===== config.mk =====
export PLATFORM = sky130hd
export DESIGN_NAME = sdr_regs
export DESIGN_NICKNAME = d
export VERILOG_FILES = /design/src/hw/sdr_pkg.sv /design/src/hw/sdr_regs.sv
export SDC_FILE = /design/constraint.sdc
export NUM_CORES = 1
export LEC_CHECK = 0
export BUFFER_PORTS_ARGS = -buffer_cell sky130_fd_sc_hd__buf_4
export CAP_MARGIN = 0
export CORE_MARGIN = 5
export CORE_UTILIZATION = 50
export CTS_BUF_LIST = sky130_fd_sc_hd__clkbuf_8 sky130_fd_sc_hd__clkbuf_16
export DETAILED_ROUTE_END_ITERATION = 12
export HOLD_SLACK_MARGIN = 0.15
export PLACE_DENSITY = 0.67
export SETUP_SLACK_MARGIN = 0.2
export SLEW_MARGIN = 20
export SYNTH_ARGS = -nofsm -noshare
export SYNTH_HDL_FRONTEND = slang
export SYNTH_SLANG_ARGS = --single-unit

===== constraint.sdc =====
create_clock -name sys_clk -period 20.8 [get_ports sys_clk]
set_input_delay 1.04 -clock sys_clk [delete_from_list [all_inputs] [get_ports sys_clk]]
set_output_delay 1.04 -clock sys_clk [all_outputs]
set_load 0.02 [all_outputs]

===== src/hw/sdr_pkg.sv =====
// Package for the synchronizer register bank: offsets, reset values, fields, carriers.
// Assumes an 8-bit register port on a single system clock.
package sdr_pkg;
    localparam logic [7:0] OFF_RANK01 = 8'h24;
    localparam logic [7:0] OFF_RANK2 = 8'h25;
    localparam logic [7:0] OFF_LOOP_FLAGS = 8'h28;
    localparam logic [7:0] OFF_SPAN = 8'h29;
    localparam logic [7:0] OFF_ENABLES = 8'h36;
    localparam logic [7:0] OFF_GATING = 8'h37;
    localparam logic [7:0] OFF_MULT_LO = 8'h38;
    localparam logic [7:0] OFF_MULT_HI = 8'h39;
    localparam logic [7:0] OFF_QUAD = 8'h3A;
    localparam logic [7:0] OFF_FINE = 8'h3D;
    localparam logic [7:0] OFF_FP_RATE = 8'h3E;
    localparam logic [7:0] OFF_FP_SHAPE = 8'h3F;
    localparam logic [7:0] OFF_LOOP_MODE = 8'h1F;
    localparam logic [7:0] OFF_ACTIVE_SEL = 8'h20;

    localparam logic [7:0] RST_RANK01 = 8'h10;
    localparam logic [7:0] RST_RANK2 = 8'h32;
    localparam logic [7:0] RST_SPAN = 8'h03;
    localparam logic [7:0] RST_ENABLES = 8'h8F;
    localparam logic [7:0] RST_GATING = 8'h0F;
    localparam logic [7:0] RST_MULT_LO = 8'h00;
    localparam logic [7:0] RST_MULT_HI = 8'h01;
    localparam logic [7:0] RST_QUAD = 8'h00;
    localparam logic [7:0] RST_FINE = 8'h00;
    localparam logic [7:0] RST_FP_RATE = 8'h05;
    localparam logic [7:0] RST_FP_SHAPE = 8'h83;
    localparam logic [7:0] RST_LOOP_MODE = 8'h03;

    localparam int BIT_CLK_EN = 0;
    localparam int BIT_FP_EN = 2;
    localparam int BIT_SYNTH_EN = 7;
    localparam int BIT_HOLDOVER = 0;
    localparam int BIT_LOCK = 1;
    localparam int BIT_CUR_FAIL = 2;

    localparam logic [3:0] RANK_FIRST = 4'h0;
    localparam logic [3:0] RANK_SECOND = 4'h1;
    localparam logic [3:0] RANK_THIRD = 4'h2;
    localparam logic [3:0] RANK_OFF = 4'hF;
    localparam logic [2:0] MODE_AUTO = 3'h3;

    // Frame pulse rate codes
    localparam logic [3:0] FP_166HZ = 4'h0;
    localparam logic [3:0] FP_400HZ = 4'h1;
    localparam logic [3:0] FP_1KHZ = 4'h2;
    localparam logic [3:0] FP_2KHZ = 4'h3;
    localparam logic [3:0] FP_4KHZ = 4'h4;
    localparam logic [3:0] FP_8KHZ = 4'h5;
    localparam logic [3:0] FP_32KHZ = 4'h6;
    localparam logic [3:0] FP_64KHZ = 4'h7;
    localparam logic [3:0] FP_1HZ = 4'h8;

    localparam real SYS_CLK_MHZ = 200.0;
    localparam real FINE_STEP_PS = 119.2;
    localparam int BASE_RATE_HZ = 8000;

    typedef struct packed {
        logic [7:0] addr;
        logic [7:0] wdata;
        logic wr;
        logic rd;
    } sdr_req_t;

    typedef struct packed {
        logic holdover;
        logic lock;
        logic [2:0] fail;
    } sdr_loop_t;
endpackage


===== src/hw/sdr_regs.sv =====
// Register bank and output gating of the synchronizer's loop selection and synthesizer.
// Assumes a host on sys_clk; loop state and reference fault pins come from outside.
//
// Summary of operation
// - Rank codes 0, 1, 2 place an input first, second, third in automatic mode.
// - Rank code 1111 removes an input from automatic selection.
// - Ranks 0,1 share a register reset 0x10; rank 2 sits in one reset 0x32.
// - Loop flag bit 0 is high while the loop is in holdover.
// - Loop flag bit 1 is high while the loop is locked.
// - Loop flag bit 2 is high when the selected input shows a failure.
// - Two-bit capture span select, codes 12/52/130/83 ppm, reset 83 ppm.
// - Enable bit 0 drives the clock output, else high impedance.
// - Enable bit 2 drives the frame pulse output, else high impedance.
// - Enable bit 7 switches the whole synthesizer; register resets to 0x8F.
// - Gating bit 2 generates frame pulses, else the pulse is held low.
// - Synthesized clock frequency is N times 8 kHz, N unsigned 14 bits.
// - N low byte resets 0x00; N bits 13:8 in next register reset 0x01.
// - Quadrant code shifts the clock 0, 90, 180 or 270 degrees.
// - Signed eight-bit fine phase in 119.2 ps steps.
// - Rate field selects 166.67 Hz, 400 Hz, 1, 2, 4, 8, 32 kHz.
// - Rate codes also give 64 kHz and 1 Hz; reset 0x05 selects 8 kHz.
// - Automatic mode picks best-ranked healthy input, switching on failure.
// - Active selection codes inputs 0, 1, 2 as 0000, 0001, 0010.
`timescale 1ns/1ps
`default_nettype none
module sdr_regs
    import sdr_pkg::*;
#(
    parameter int ACC_W = 32
) (
    input wire logic sys_clk,               // System clock, 200 MHz
    input wire logic resetn,                // Asynchronous reset, active low
    input wire sdr_req_t req,               // Register port request
    output logic [7:0] rdata,               // Read data, cycle after read strobe
    input wire sdr_loop_t loop_pins,        // Loop state and input faults, async
    output logic [1:0] active_input,        // Active reference index
    output logic [13:0] multiplier,         // Synthesizer N
    output logic [1:0] span_code,           // Capture span select
    output logic [7:0] fine_phase,          // Fine phase word
    output logic synth_clk_out,             // Synthesized clock data
    output logic synth_clk_oe_n,            // Low while clock is driven
    output logic synth_frame_out,           // Frame pulse data
    output logic synth_frame_oe_n           // Low while frame pulse is driven
);
    localparam logic [ACC_W-1:0] ACC_HALF = ACC_W'(1) << (ACC_W - 1);
    // Phase step per cycle for N*8 kHz: N*8000*2^ACC_W/200e6
    localparam real STEP_SCALE = (real'(BASE_RATE_HZ) * (2.0 ** ACC_W)) / (SYS_CLK_MHZ * 1.0E6);
    // Fixed-point copy of the scale keeps real arithmetic out of the datapath
    localparam longint STEP_Q16 = longint'(STEP_SCALE * 65536.0);

    sdr_loop_t sync1_reg, sync2_reg;
    logic [7:0] rank01_reg, rank2_reg, span_reg, en_reg, gate_reg, mlo_reg, mhi_reg;
    logic [7:0] quad_reg, fine_reg, rate_reg, shape_reg, mode_reg, sel_reg;
    logic [7:0] rank01_next, rank2_next, span_next, en_next, gate_next, mlo_next, mhi_next;
    logic [7:0] quad_next, fine_next, rate_next, shape_next, mode_next, sel_next;
    logic [7:0] rdata_reg, rdata_next;
    logic [ACC_W-1:0] acc_reg, acc_next, step;
    logic [31:0] fp_cnt_reg, fp_cnt_next, fp_limit;
    logic fp_pulse_reg, fp_pulse_next;
    logic clk_o_reg, clk_o_next, clk_oe_reg, clk_oe_next;
    logic fp_o_reg, fp_o_next, fp_oe_reg, fp_oe_next;
    logic [3:0] rank [3];
    logic [2:0] usable;
    logic [1:0] best;
    logic found;
    logic [3:0] best_rank;
    logic [1:0] quad_sel;
    logic [ACC_W-1:0] acc_shift;

    // Two-flop synchroniser for the loop state pins
    always_ff @(posedge sys_clk or negedge resetn) begin
        if (!resetn) begin
            sync1_reg <= '0;
            sync2_reg <= '0;
        end else begin
            sync1_reg <= loop_pins;
            sync2_reg <= sync1_reg;
        end
    end

    assign rank[0] = rank01_reg[3:0];
    assign rank[1] = rank01_reg[7:4];
    assign rank[2] = rank2_reg[3:0];

    // Automatic reference choice
    always_comb begin
        found = 1'b0;
        best = 2'd0;
        best_rank = RANK_OFF;
        for (int i = 0; i < 3; i++) begin
            usable[i] = (rank[i] != RANK_OFF) && !sync2_reg.fail[i];
            // Strict compare keeps the lower index on a tie
            if (usable[i] && (!found || rank[i] < best_rank)) begin
                found = 1'b1;
                best = 2'(i);
                best_rank = rank[i];
            end
        end
    end

    // Register writes and the automatic selection update
    always_comb begin
        rank01_next = rank01_reg;
        rank2_next = rank2_reg;
        span_next = span_reg;
        en_next = en_reg;
        gate_next = gate_reg;
        mlo_next = mlo_reg;
        mhi_next = mhi_reg;
        quad_next = quad_reg;
        fine_next = fine_reg;
        rate_next = rate_reg;
        shape_next = shape_reg;
        mode_next = mode_reg;
        sel_next = sel_reg;
        if (req.wr) begin
            case (req.addr)
                OFF_RANK01: rank01_next = req.wdata;
                OFF_RANK2: rank2_next = req.wdata;
                OFF_SPAN: span_next = {6'h00, req.wdata[1:0]};
                OFF_ENABLES: en_next = req.wdata;
                OFF_GATING: gate_next = req.wdata;
                OFF_MULT_LO: mlo_next = req.wdata;
                OFF_MULT_HI: mhi_next = {2'b00, req.wdata[5:0]};
                OFF_QUAD: quad_next = {6'h00, req.wdata[1:0]};
                OFF_FINE: fine_next = req.wdata;
                OFF_FP_RATE: rate_next = {4'h0, req.wdata[3:0]};
                OFF_FP_SHAPE: shape_next = req.wdata;
                OFF_LOOP_MODE: mode_next = {5'h00, req.wdata[2:0]};
                OFF_ACTIVE_SEL: begin
                    // Writable only outside automatic mode
                    if (mode_reg[2:0] != MODE_AUTO && req.wdata[3:0] <= RANK_THIRD) begin
                        sel_next = {4'h0, req.wdata[3:0]};
                    end
                end
                default: ;
            endcase
        end
        if (mode_reg[2:0] == MODE_AUTO && found) begin
            sel_next = {6'h00, best};
        end
    end

    // Read mux; unmapped addresses read zero
    always_comb begin
        rdata_next = 8'h00;
        if (req.rd) begin
            case (req.addr)
                OFF_RANK01: rdata_next = rank01_reg;
                OFF_RANK2: rdata_next = rank2_reg;
                OFF_LOOP_FLAGS: begin
                    rdata_next[BIT_HOLDOVER] = sync2_reg.holdover;
                    rdata_next[BIT_LOCK] = sync2_reg.lock;
                    rdata_next[BIT_CUR_FAIL] = sync2_reg.fail[sel_reg[1:0]];
                end
                OFF_SPAN: rdata_next = span_reg;
                OFF_ENABLES: rdata_next = en_reg;
                OFF_GATING: rdata_next = gate_reg;
                OFF_MULT_LO: rdata_next = mlo_reg;
                OFF_MULT_HI: rdata_next = mhi_reg;
                OFF_QUAD: rdata_next = quad_reg;
                OFF_FINE: rdata_next = fine_reg;
                OFF_FP_RATE: rdata_next = rate_reg;
                OFF_FP_SHAPE: rdata_next = shape_reg;
                OFF_LOOP_MODE: rdata_next = mode_reg;
                OFF_ACTIVE_SEL: rdata_next = sel_reg;
                default: rdata_next = 8'h00;
            endcase
        end
    end

    // Frame pulse period in system cycles per rate code
    always_comb begin
        case (rate_reg[3:0])
            FP_166HZ: fp_limit = 32'd1200000;
            FP_400HZ: fp_limit = 32'd500000;
            FP_1KHZ: fp_limit = 32'd200000;
            FP_2KHZ: fp_limit = 32'd100000;
            FP_4KHZ: fp_limit = 32'd50000;
            FP_8KHZ: fp_limit = 32'd25000;
            FP_32KHZ: fp_limit = 32'd6250;
            FP_64KHZ: fp_limit = 32'd3125;
            FP_1HZ: fp_limit = 32'd200000000;
            default: fp_limit = 32'd25000;
        endcase
    end

    // Synthesizer: DDS accumulator, quadrant offset, frame counter, pin drive
    always_comb begin
        step = ACC_W'((64'({mhi_reg[5:0], mlo_reg}) * 64'(STEP_Q16)) >> 16);
        acc_next = acc_reg;
        fp_cnt_next = fp_cnt_reg;
        fp_pulse_next = 1'b0;
        if (en_reg[BIT_SYNTH_EN]) begin
            acc_next = acc_reg + step;
            if (fp_cnt_reg >= fp_limit - 32'd1) begin
                fp_cnt_next = 32'd0;
                fp_pulse_next = 1'b1;
            end else begin
                fp_cnt_next = fp_cnt_reg + 32'd1;
            end
        end
        // Quarter-turn shift of the accumulator phase
        quad_sel = quad_reg[1:0];
        acc_shift = acc_reg + ACC_W'({quad_sel, {(ACC_W - 2){1'b0}}});
        // Fine phase leaves the accumulator and its sampling point untouched; its
        // 119.2 ps step is below a system period, so it is held for the analog stage
        clk_o_next = en_reg[BIT_SYNTH_EN] && gate_reg[0] && (acc_shift >= ACC_HALF);
        clk_oe_next = !(en_reg[BIT_SYNTH_EN] && en_reg[BIT_CLK_EN]);
        fp_o_next = en_reg[BIT_SYNTH_EN] && gate_reg[2] && fp_pulse_reg;
        fp_oe_next = !(en_reg[BIT_SYNTH_EN] && en_reg[BIT_FP_EN]);
    end

    always_ff @(posedge sys_clk or negedge resetn) begin
        if (!resetn) begin
            rank01_reg <= RST_RANK01;
            rank2_reg <= RST_RANK2;
            span_reg <= RST_SPAN;
            en_reg <= RST_ENABLES;
            gate_reg <= RST_GATING;
            mlo_reg <= RST_MULT_LO;
            mhi_reg <= RST_MULT_HI;
            quad_reg <= RST_QUAD;
            fine_reg <= RST_FINE;
            rate_reg <= RST_FP_RATE;
            shape_reg <= RST_FP_SHAPE;
            mode_reg <= RST_LOOP_MODE;
            sel_reg <= 8'h00;
            rdata_reg <= 8'h00;
            acc_reg <= '0;
            fp_cnt_reg <= 32'd0;
            fp_pulse_reg <= 1'b0;
            clk_o_reg <= 1'b0;
            clk_oe_reg <= 1'b1;
            fp_o_reg <= 1'b0;
            fp_oe_reg <= 1'b1;
        end else begin
            rank01_reg <= rank01_next;
            rank2_reg <= rank2_next;
            span_reg <= span_next;
            en_reg <= en_next;
            gate_reg <= gate_next;
            mlo_reg <= mlo_next;
            mhi_reg <= mhi_next;
            quad_reg <= quad_next;
            fine_reg <= fine_next;
            rate_reg <= rate_next;
            shape_reg <= shape_next;
            mode_reg <= mode_next;
            sel_reg <= sel_next;
            rdata_reg <= rdata_next;
            acc_reg <= acc_next;
            fp_cnt_reg <= fp_cnt_next;
            fp_pulse_reg <= fp_pulse_next;
            clk_o_reg <= clk_o_next;
            clk_oe_reg <= clk_oe_next;
            fp_o_reg <= fp_o_next;
            fp_oe_reg <= fp_oe_next;
        end
    end

    assign rdata = rdata_reg;
    assign active_input = sel_reg[1:0];
    assign multiplier = {mhi_reg[5:0], mlo_reg};
    assign span_code = span_reg[1:0];
    assign fine_phase = fine_reg;
    assign synth_clk_out = clk_o_reg;
    assign synth_clk_oe_n = clk_oe_reg;
    assign synth_frame_out = fp_o_reg;
    assign synth_frame_oe_n = fp_oe_reg;
endmodule
`default_nettype wire


==> results.md, run 1 <==
- Status: finished, final reports clean
- Clk sinks: 164
- Final period utilization: 0.422
- Drt wl/cell: 18.7 um
- Clk_lat worst skew: 0.45 ns
- Initial antenna violation count: 1
- Switch share: 0.478
- Grt ovf: 0
- HPWL Detailed: 31000 um
- Final Setup Violations: 0
- Skew final: 0.0196 ns
- ANT nets after route: 0
- Post-route DRC: 0
- Mapped Area: 16400 um2
- Syn-to-layout area delta: 9.65%
- Input/output buffers: 62
- CTS Buffer Depth: 2
- Leak Pwr: 9.24 nW
- DP Worst Slack: 12.09 ns
- First-pass GRT wire length: 64700 um
- Fill cells: 2856
- # nets final: 2076
- Seq/Total Area, Yosys: 0.252
- Peak supply drop: 0.141 mV
- Tot Pwr: 3.09 mW
- Cells after synthesis: 1595
- CP Data Required Time: 21.12 ns
- Die area: 36500 um2
- Synth Area per Inst: 10.3 um2
- Routability cong.: 0.940
- Gr busiest metal: met2
- Internal power: 1.61 mW
- PnR worst setup slack: 12.02 ns
- Total global-route track usage: 0.224
- Die H: 191 um
- Combinational Power Share: 0.748
- Hold buffers post-CTS: 0
- Reg2reg path depth: 35
- Commonest cells after routing, fill and taps aside: ha_1, inv_1, dfrtp_1, fa_1, nor2_1
- Synth area leader: dfrtp_1
- Crit path max-delay cell type: dfrtp_1
- Htree depth: 4
- Avg Vias per Cell: 5.57
- CP Class: register to register
- Reg power frac: 0.148
- Post-synth EDFFs: 0
- Synth Flop Type: dfrtp_1
- Post-CTS sizing: 0
- Core Util, Final: 0.555
- Number of DRC markers in iteration 0: 779
- Number of setup buffers added after CTS: 0
- Synth cell types: 81
- Unrepaired setup endpoints after global routing: false
- Vias in the first global route: 12400
- Clock network fraction of total power: 0.105
- CTS tree: yes
- Fin crit period: 8.78 ns
- Final wirelength: 39600 um
- Max-Cap Viols: 0
- Hold Path Stages: 0
- Die width: 191 um
- Worst-path maximum fanout: 11
- Max Clk Rate: 0.114 GHz
- Worst slew pin tran: 0.934 ns
- Largest stage delay on the critical path: 0.69 ns
- Initial Util: 0.506
- Slew Viols, Final: 0
- Met1 GRT Util: 0.293
- CTS root buf: clkbuf_16
- Clock-pin slew on the worst setup and hold paths: 0.07 ns
- Synthesized flop and latch total: 164
- Number of buffers created by CTS: 17
- Most common cell after layout, fill and taps aside: ha_1
- Core box area: 32500 um2
- YS warnings: 0
- Worst EP arrival: 9.11 ns
- Ranking of synthesized cells by area: dfrtp_1, ha_1, fa_1
- Final hold vios: 0
- # IOs: 63
- Max_slew headroom: 0.377
- Via count: 11800
- Grt met3 use: 0.0407
- Layout cell share with drive strength beyond 1: 0.151
- Yosys top cell area share: 0.212
- Fraction of registers with async set/reset: 1.00
- Switch Pwr: 1.48 mW
- Pin count of the biggest net entering global routing: 93
- GR met2 Demand/Resource: 0.385
- Worst setup EP type: register
- Antenna cells: 0
- # rows: 66
- Pre-antenna DRT Iters: 6
- Final setup TNS: 0 ns
- Min-Delay Path Class: register to register
- CP Launch Type: register
- Cell Pwr Density: 172 nW/um2
-- power groups by stage --
stage	Combinational, mW	Clock [mW]	Sequential (mW)
6_report	2.31	0.323	0.456
4_1_cts	2.33	0.330	0.457
5_1_grt	2.63	0.342	0.467
2_1_floorplan	1.85	0	0.445
3_5_place_dp	2.30	0	0.461
3_3_place_gp	2.26	0	0.459
-- per-stage QoR --
| step | instances | hold WS [ns] | instance area (um2) |
|---|---|---|---|
| 6_report | 2119 | 0.351 | 18000 |
| 3_3_place_gp | 2087 | 0.332 | 17400 |
| 4_1_cts | 2119 | 0.353 | 18000 |
| 3_5_place_dp | 2087 | 0.337 | 17400 |
| 2_1_floorplan | 1599 | 0.331 | 16400 |
| 5_1_grt | 2119 | 0.360 | 18000 |
-- cell type report --
type | instances | area, um2 | area share
inverter | 223 | 837 | 0.0465
multi-input combinational | 1184 | 11300 | 0.630
tap | 442 | 553 | 0.0307
clock inverter | 14 | 140 | 0.00779
clock buffer | 18 | 439 | 0.0244
sequential | 164 | 4140 | 0.230
timing repair buffer | 74 | 559 | 0.0311
-- path summary, 6_finish.rpt --
check | endpoint | slack, ns | start
min | sync2_reg[0] | 0.35 | sync1_reg[0]
max | acc_reg[31] | 12.02 | mhi_reg[3]
min in group asynchronous | fp_cnt_reg[21] | 0.69 | resetn
max reg2reg | acc_reg[31] | 12.02 | mhi_reg[3]
max in group asynchronous | fine_phase[5] | 18.62 | resetn
min reg2reg | sync2_reg[0] | 0.35 | sync1_reg[0]
-- layer usage --
layer | up-vias | share of wire
met2 | 273 | 0.50
met3 | 70 | 0.047
met5 | - | 0.00051
li1 | 5614 | -
met1 | 5850 | 0.43
met4 | 2 | 0.024
-- cells by family after synthesis --
kind of cell    after synthesis  share of synthesized area
flops                       164                      0.252
buf+inv                     251                     0.0589
mux                         101                     0.0687
compound gates              274                      0.121
other cells                   1                   0.000228
simple gates                332                     0.0964
fa+ha+maj                   387                      0.358
xor+xnor                     85                     0.0454
-- critical path: cells and delay by family (launching register included) --
family,cells,cell delay [ns]
fa+ha+maj,8,3.58
compound gates,11,2.57
simple gates,8,1.06
xor+xnor,3,0.45
flops,1,0.69
buf+inv,5,0.30
-- cell usage after synthesis, drive strengths merged, types with 4 or more instances --
| cell | n |
|---|---|
| a21oi | 52 |
| nor2 | 100 |
| nor2b | 17 |
| nand2b | 15 |
| xor2 | 29 |
| a41oi | 9 |
| fa | 137 |
| mux2 | 93 |
| nand2 | 91 |
| dfstp | 25 |
| nor3 | 22 |
| a22oi | 10 |
| a22o | 6 |
| or2 | 4 |
| a222oi | 9 |
| a31oi | 12 |
| o21bai | 9 |
| xnor2 | 56 |
| and3 | 21 |
| and2 | 11 |
| nand4 | 6 |
| mux2i | 8 |
| a211oi | 4 |
| a21o | 44 |
| o21a | 12 |
| dfrtp | 139 |
| a31o | 4 |
| a221oi | 10 |
| a21boi | 4 |
| o21ai | 51 |
| or3 | 6 |
| a41o | 5 |
| o22ai | 4 |
| buf | 9 |
| clkbuf | 19 |
| nand3 | 21 |
| inv | 223 |
| ha | 250 |
| o211ai | 6 |
| nor4 | 6 |
Note: power is estimated with default switching activity, not from simulation.
==> inputs of run 2 (changes only) <==
Settings changed: ABC_AREA set to 1.
Clock period 20.8 ns to 9 ns, I/O delays scaled along.
==> results.md, run 2 <==
- Status: finished, final reports clean
- Grt ovf: 0
- Yosys top cell area share: 0.198
- Skew final: 0.0135 ns
- Gr busiest metal: met2
- Synth area leader: dfrtp_1
- Htree depth: 4
- Max-Cap Viols: 0
- Syn-to-layout area delta: 9.23%
- # rows: 68
- Layout cell share with drive strength beyond 1: 0.0781
- Synth cell types: 56
- Die area: 38900 um2
- Core box area: 34600 um2
- Vias in the first global route: 14600
- YS warnings: 0
- Worst setup EP type: register
- # IOs: 63
- Seq/Total Area, Yosys: 0.236
- CTS tree: yes
- Number of DRC markers in iteration 0: 965
- Max Clk Rate: 0.120 GHz
- Initial Util: 0.507
- Final hold vios: 0
- CP Data Required Time: 9.35 ns
- Min-Delay Path Class: input pin to register
- Synth Flop Type: dfrtp_1
- Final wirelength: 47800 um
- Synthesized flop and latch total: 164
- Total global-route track usage: 0.250
- Post-synth EDFFs: 0
- Post-route DRC: 0
- # nets final: 2640
- HPWL Detailed: 39000 um
- CTS Buffer Depth: 2
- Die H: 197 um
- Input/output buffers: 62
- CP Class: register to register
- Routability cong.: 0.967
- Die width: 197 um
- Antenna cells: 0
- Tot Pwr: 3.37 mW
- Final Setup Violations: 0
- Fraction of registers with async set/reset: 1.00
- Pin count of the biggest net entering global routing: 95
- Max_slew headroom: 0.368
- Number of buffers created by CTS: 17
- Grt met3 use: 0.0466
- Fill cells: 3251
- Slew Viols, Final: 0
- Clock-pin slew on the worst setup and hold paths: 0.07 ns
- Worst slew pin tran: 0.946 ns
- Core Util, Final: 0.554
- Synth Area per Inst: 8.14 um2
- Final period utilization: 0.925
- Count leader, synth: nand2_1
- GR met2 Demand/Resource: 0.389
- Avg Vias per Cell: 5.50
- Commonest cells after routing, fill and taps aside: nand2_1, inv_1, ha_1, o21ai_0, nor2_1
- Initial antenna violation count: 0
- Clk sinks: 164
- Mapped Area: 17500 um2
- Worst-path maximum fanout: 12
- Via count: 14800
- Leak Pwr: 10.2 nW
- Number of setup buffers added after CTS: 0
- Final setup TNS: 0 ns
- CP Launch Type: register
- Largest stage delay on the critical path: 0.83 ns
- Unrepaired setup endpoints after global routing: false
- CTS root buf: clkbuf_16
- Cell Pwr Density: 176 nW/um2
- Most common cell after layout, fill and taps aside: nand2_1
- Peak supply drop: 0.127 mV
- Met1 GRT Util: 0.368
- Drt wl/cell: 17.7 um
- Pre-antenna DRT Iters: 7
- Cells after synthesis: 2157
- Worst EP arrival: 8.67 ns
- Crit path max-delay cell type: dfrtp_1
- Ranking of synthesized cells by area: dfrtp_1, ha_1, fa_1
- Clk_lat worst skew: 0.46 ns
- ANT nets after route: 0
- First-pass GRT wire length: 77500 um
- Fin crit period: 8.33 ns
- Synth cell count leaders: nand2_1, inv_1, ha_1
[run 2: changes by cell type after synthesis, sizes merged, moves of 32 or more]
cell / change
a21o: -36
a21oi: +64
a31oi: +36
inv: +175
mux2: -93
nand2: +315
nor2: +75
o21ai: +121
xnor2: -32
[run 2: cells by family (layout without fill, tap and decap cells)]
family                   Yosys count  after routing  synth area share
AO/OA/AOI/OAI                    411            411             0.133
XOR/XNOR                          61             61            0.0304
adder cells (fa/ha/maj)          387            387             0.335
buffers and inverters            426            506            0.0918
flip-flops                       164            164             0.236
other                              1              5          0.000214
AND/OR/NAND/NOR                  707            707             0.174
[run 2: worst paths after layout]
| path | endpoint | depth (start not counted) | start | slack (ns) |
|---|---|---|---|---|
| setup / recovery | acc_reg[31] | 32 | mlo_reg[3] | 0.67 |
| hold / removal | rdata[3] | 3 | req[0] | 0.20 |
| setup reg to reg | acc_reg[31] | 32 | mlo_reg[3] | 0.67 |
| hold reg to reg | sync2_reg[1] | 0 | sync1_reg[1] | 0.35 |
| max in group asynchronous | fp_cnt_reg[31] | 3 | resetn | 6.85 |
| min in group asynchronous | acc_reg[17] | 2 | resetn | 0.65 |
[run 2: layout make-up]
type	instances	area, um2	share of cell area
flip-flops and latches	164	4140	0.216
multi-input cells	1571	11800	0.617
repair buffers	74	574	0.0300
well taps	455	569	0.0297
clock buffers	17	425	0.0222
clock inverters	15	144	0.00751
inverters	400	1500	0.0784
[run 2: metal layers]
| layer | wire (um) | vias to the layer above |
|---|---|---|
| met4 | 599 | 0 |
| met3 | 2790 | 33 |
| met5 | 0 | - |
| met2 | 21500 | 422 |
| li1 | - | 7199 |
| met1 | 23000 | 7167 |
[run 2: through the flow]
stage               setup slack [ns]  area, um2  hold WS [ns]  std cells
global route                   0.200      19200         0.219       2696
global placement               0.685      18500         0.334       2658
floorplan                       2.09      17600         0.154       2161
CTS                            0.707      19200         0.184       2696
detailed placement             0.758      18500         0.335       2658
finish                         0.675      19200         0.202       2696
[run 2: worst max-delay path: cells and delay by family, from the launching register on]
family,cells,cell delay (ns)
adder cells (fa/ha/maj),8,3.89
AO/OA/AOI/OAI,8,1.68
AND/OR/NAND/NOR,9,1.12
flip-flops,1,0.83
buffers and inverters,6,0.41
XOR/XNOR,1,0.27
[run 2: report_power, final]
group / total (mW) / internal, mW / switching (mW)
Sequential: 1.02 / 0.874 / 0.149
Clock: 0.736 / 0.366 / 0.370
Combinational: 1.61 / 0.610 / 1.00
[run 2: what timing repair did]
item                      4_1_cts  5_1_grt
hold buffers                    6        0
hold endpoints to repair       36        0
gates resized for setup         0        0
==> inputs of run 3 (changes only) <==
Settings changed: CELL_PAD_IN_SITES_DETAIL_PLACEMENT set to 0, CELL_PAD_IN_SITES_GLOBAL_PLACEMENT set to 1, CORE_ASPECT_RATIO set to 2, CORE_UTILIZATION 50 to 49, PLACE_DENSITY 0.67 to unset, PLACE_DENSITY_LB_ADDON set to 0.1.
==> results.md, run 3 (synthesized netlist as in run 2, its figures left out) <==
- Slew Viols, Final: 0
- HPWL Detailed: 49400 um
- Internal power: 1.86 mW
- Peak supply drop: 0.134 mV
- Die H: 278 um
- Reg2reg path depth: 25
- Drt wl/cell: 21.6 um
- Clk sinks: 164
- Clock-pin slew on the worst setup and hold paths: 0.08 ns
- Number of DRC markers in iteration 0: 659
- Die width: 144 um
- Hold Path Sink: rdata[3]
- CP Data Required Time: 9.38 ns
- Antenna cells: 0
- FF-to-FF Start: mlo_reg[2]
- Hold buffers post-CTS: 6
- Number of setup buffers added after CTS: 0
- # rows: 98
- Hold Path Stages: 3
- CTS Buffer Depth: 2
- Clock network fraction of total power: 0.221
- ANT nets after route: 0
- First-pass GRT wire length: 90300 um
- Worst EP arrival: 8.74 ns
- Via count: 14800
- Hold_sp: req[0]
- Leak Pwr: 10.2 nW
- Routability cong.: 1.06
- Number of buffers created by CTS: 17
- Clk_lat worst skew: 0.46 ns
- Worst r2r dst: acc_reg[30]
- CP Launch Type: register
- Skew final: 0.0132 ns
- Final hold vios: 0
- Pin count of the biggest net entering global routing: 70
- Total global-route track usage: 0.302
- Commonest cells after routing, fill and taps aside: nand2_1, inv_1, ha_1, o21ai_0, nor2_1
- Worst setup EP type: register
- Input/output buffers: 62
- Most common cell after layout, fill and taps aside: nand2_1
- Unrepaired setup endpoints after global routing: false
- Vias in the first global route: 16000
- Initial Util: 0.493
- Max Clk Rate: 0.120 GHz
- Switch share: 0.463
- Reg power frac: 0.299
- Core box area: 35600 um2
- CTS tree: yes
- Worst slew pin tran: 0.962 ns
- Die area: 39900 um2
- Layout cell share with drive strength beyond 1: 0.0793
- Grt ovf: 0
- Max-Cap Viols: 0
- Fin crit period: 8.36 ns
- Final Setup Violations: 0
- Max_slew headroom: 0.354
- Initial antenna violation count: 0
- CTS root buf: clkbuf_16
- Tot Pwr: 3.47 mW
- Post-route DRC: 0
- Final wirelength: 58300 um
- Pre-antenna DRT Iters: 5
- CP Class: register to register
- Cell Pwr Density: 181 nW/um2
- Switch Pwr: 1.61 mW
- Htree depth: 4
- Worst-path maximum fanout: 10
- # IOs: 63
- Min-Delay Path Class: input pin to register
- Syn-to-layout area delta: 9.43%
- R2r setup slk: 0.64 ns
- Final period utilization: 0.928
- Final setup TNS: 0 ns
- Avg Vias per Cell: 5.51
- Combinational Power Share: 0.481
- WHS: 0.202 ns
- # nets final: 2643
- Post-CTS sizing: 0
- Status: finished, final reports clean
run 3: per-layer routing:
| metal | vias up | share of wire | wire length (um) | global-route usage |
|---|---|---|---|---|
| met2 | 359 | 0.57 | 33000 | 0.586 |
| met3 | 181 | 0.024 | 1400 | 0.0335 |
| met1 | 7090 | 0.32 | 18700 | 0.277 |
| li1 | 7201 | - | - | - |
| met4 | 0 | 0.088 | 5160 | 0.215 |
| met5 | - | 0 | 0 | 0 |
run 3: final cells by class:
| type | instances | area [um2] |
|---|---|---|
| Fill cell | 3492 | 16400 |
| Timing Repair Buffer | 77 | 597 |
| Sequential cell | 164 | 4140 |
| Tap cell | 450 | 563 |
| Clock inverter | 15 | 164 |
| Inverter | 400 | 1500 |
| Clock buffer | 17 | 425 |
| Multi-Input combinational cell | 1571 | 11800 |
run 3: power groups by stage:
stage                     clock, mW  combinational, mW  sequential, mW
after floorplan                   0               1.20           0.995
after global placement            0               1.64            1.05
after detailed placement          0               1.67            1.05
after CTS                     0.787               1.69            1.04
after global routing          0.810               1.90            1.06
final                         0.765               1.67            1.04
run 3: through the flow:
stage	setup WS, ns	instances	instance area, um2	util
2_1_floorplan	2.09	2161	17600	-
3_3_place_gp	0.623	2656	18600	0.522
3_5_place_dp	0.628	2656	18600	0.522
4_1_cts	0.605	2694	19200	0.540
5_1_grt	0.226	2694	19200	0.540
6_report	0.644	2694	19200	0.540
run 3: how the worst max path moves through the flow:
stage	startpoint	to	slack, ns	cells past startpoint
2_1_floorplan	mlo_reg[3]	acc_reg[26]	2.09	26
3_3_place_gp	mlo_reg[2]	acc_reg[30]	0.62	25
3_5_place_dp	mlo_reg[2]	acc_reg[30]	0.63	25
4_1_cts	mlo_reg[2]	acc_reg[30]	0.61	25
5_1_grt	mlo_reg[2]	acc_reg[30]	0.23	25
6_report	mlo_reg[2]	acc_reg[30]	0.64	25
run 3: critical path, cell delays in order, from the launching register on:
cell and delay (ns):
dfrtp_1 0.64, fa_1 0.76, inv_1 0.09, fa_1 0.53
fa_1 0.53, inv_1 0.05, fa_1 0.46, fa_1 0.56
inv_1 0.06, fa_1 0.51, inv_1 0.05, ha_1 0.40
nand2_1 0.16, or4_1 0.56, o21ai_1 0.32, a21oi_1 0.15
o21ai_1 0.26, a21oi_1 0.14, xnor2_1 0.18, ha_1 0.40
nand2_1 0.17, nor3_1 0.33, nor3b_1 0.40, nand3_1 0.22
a21o_1 0.21, a31oi_1 0.13
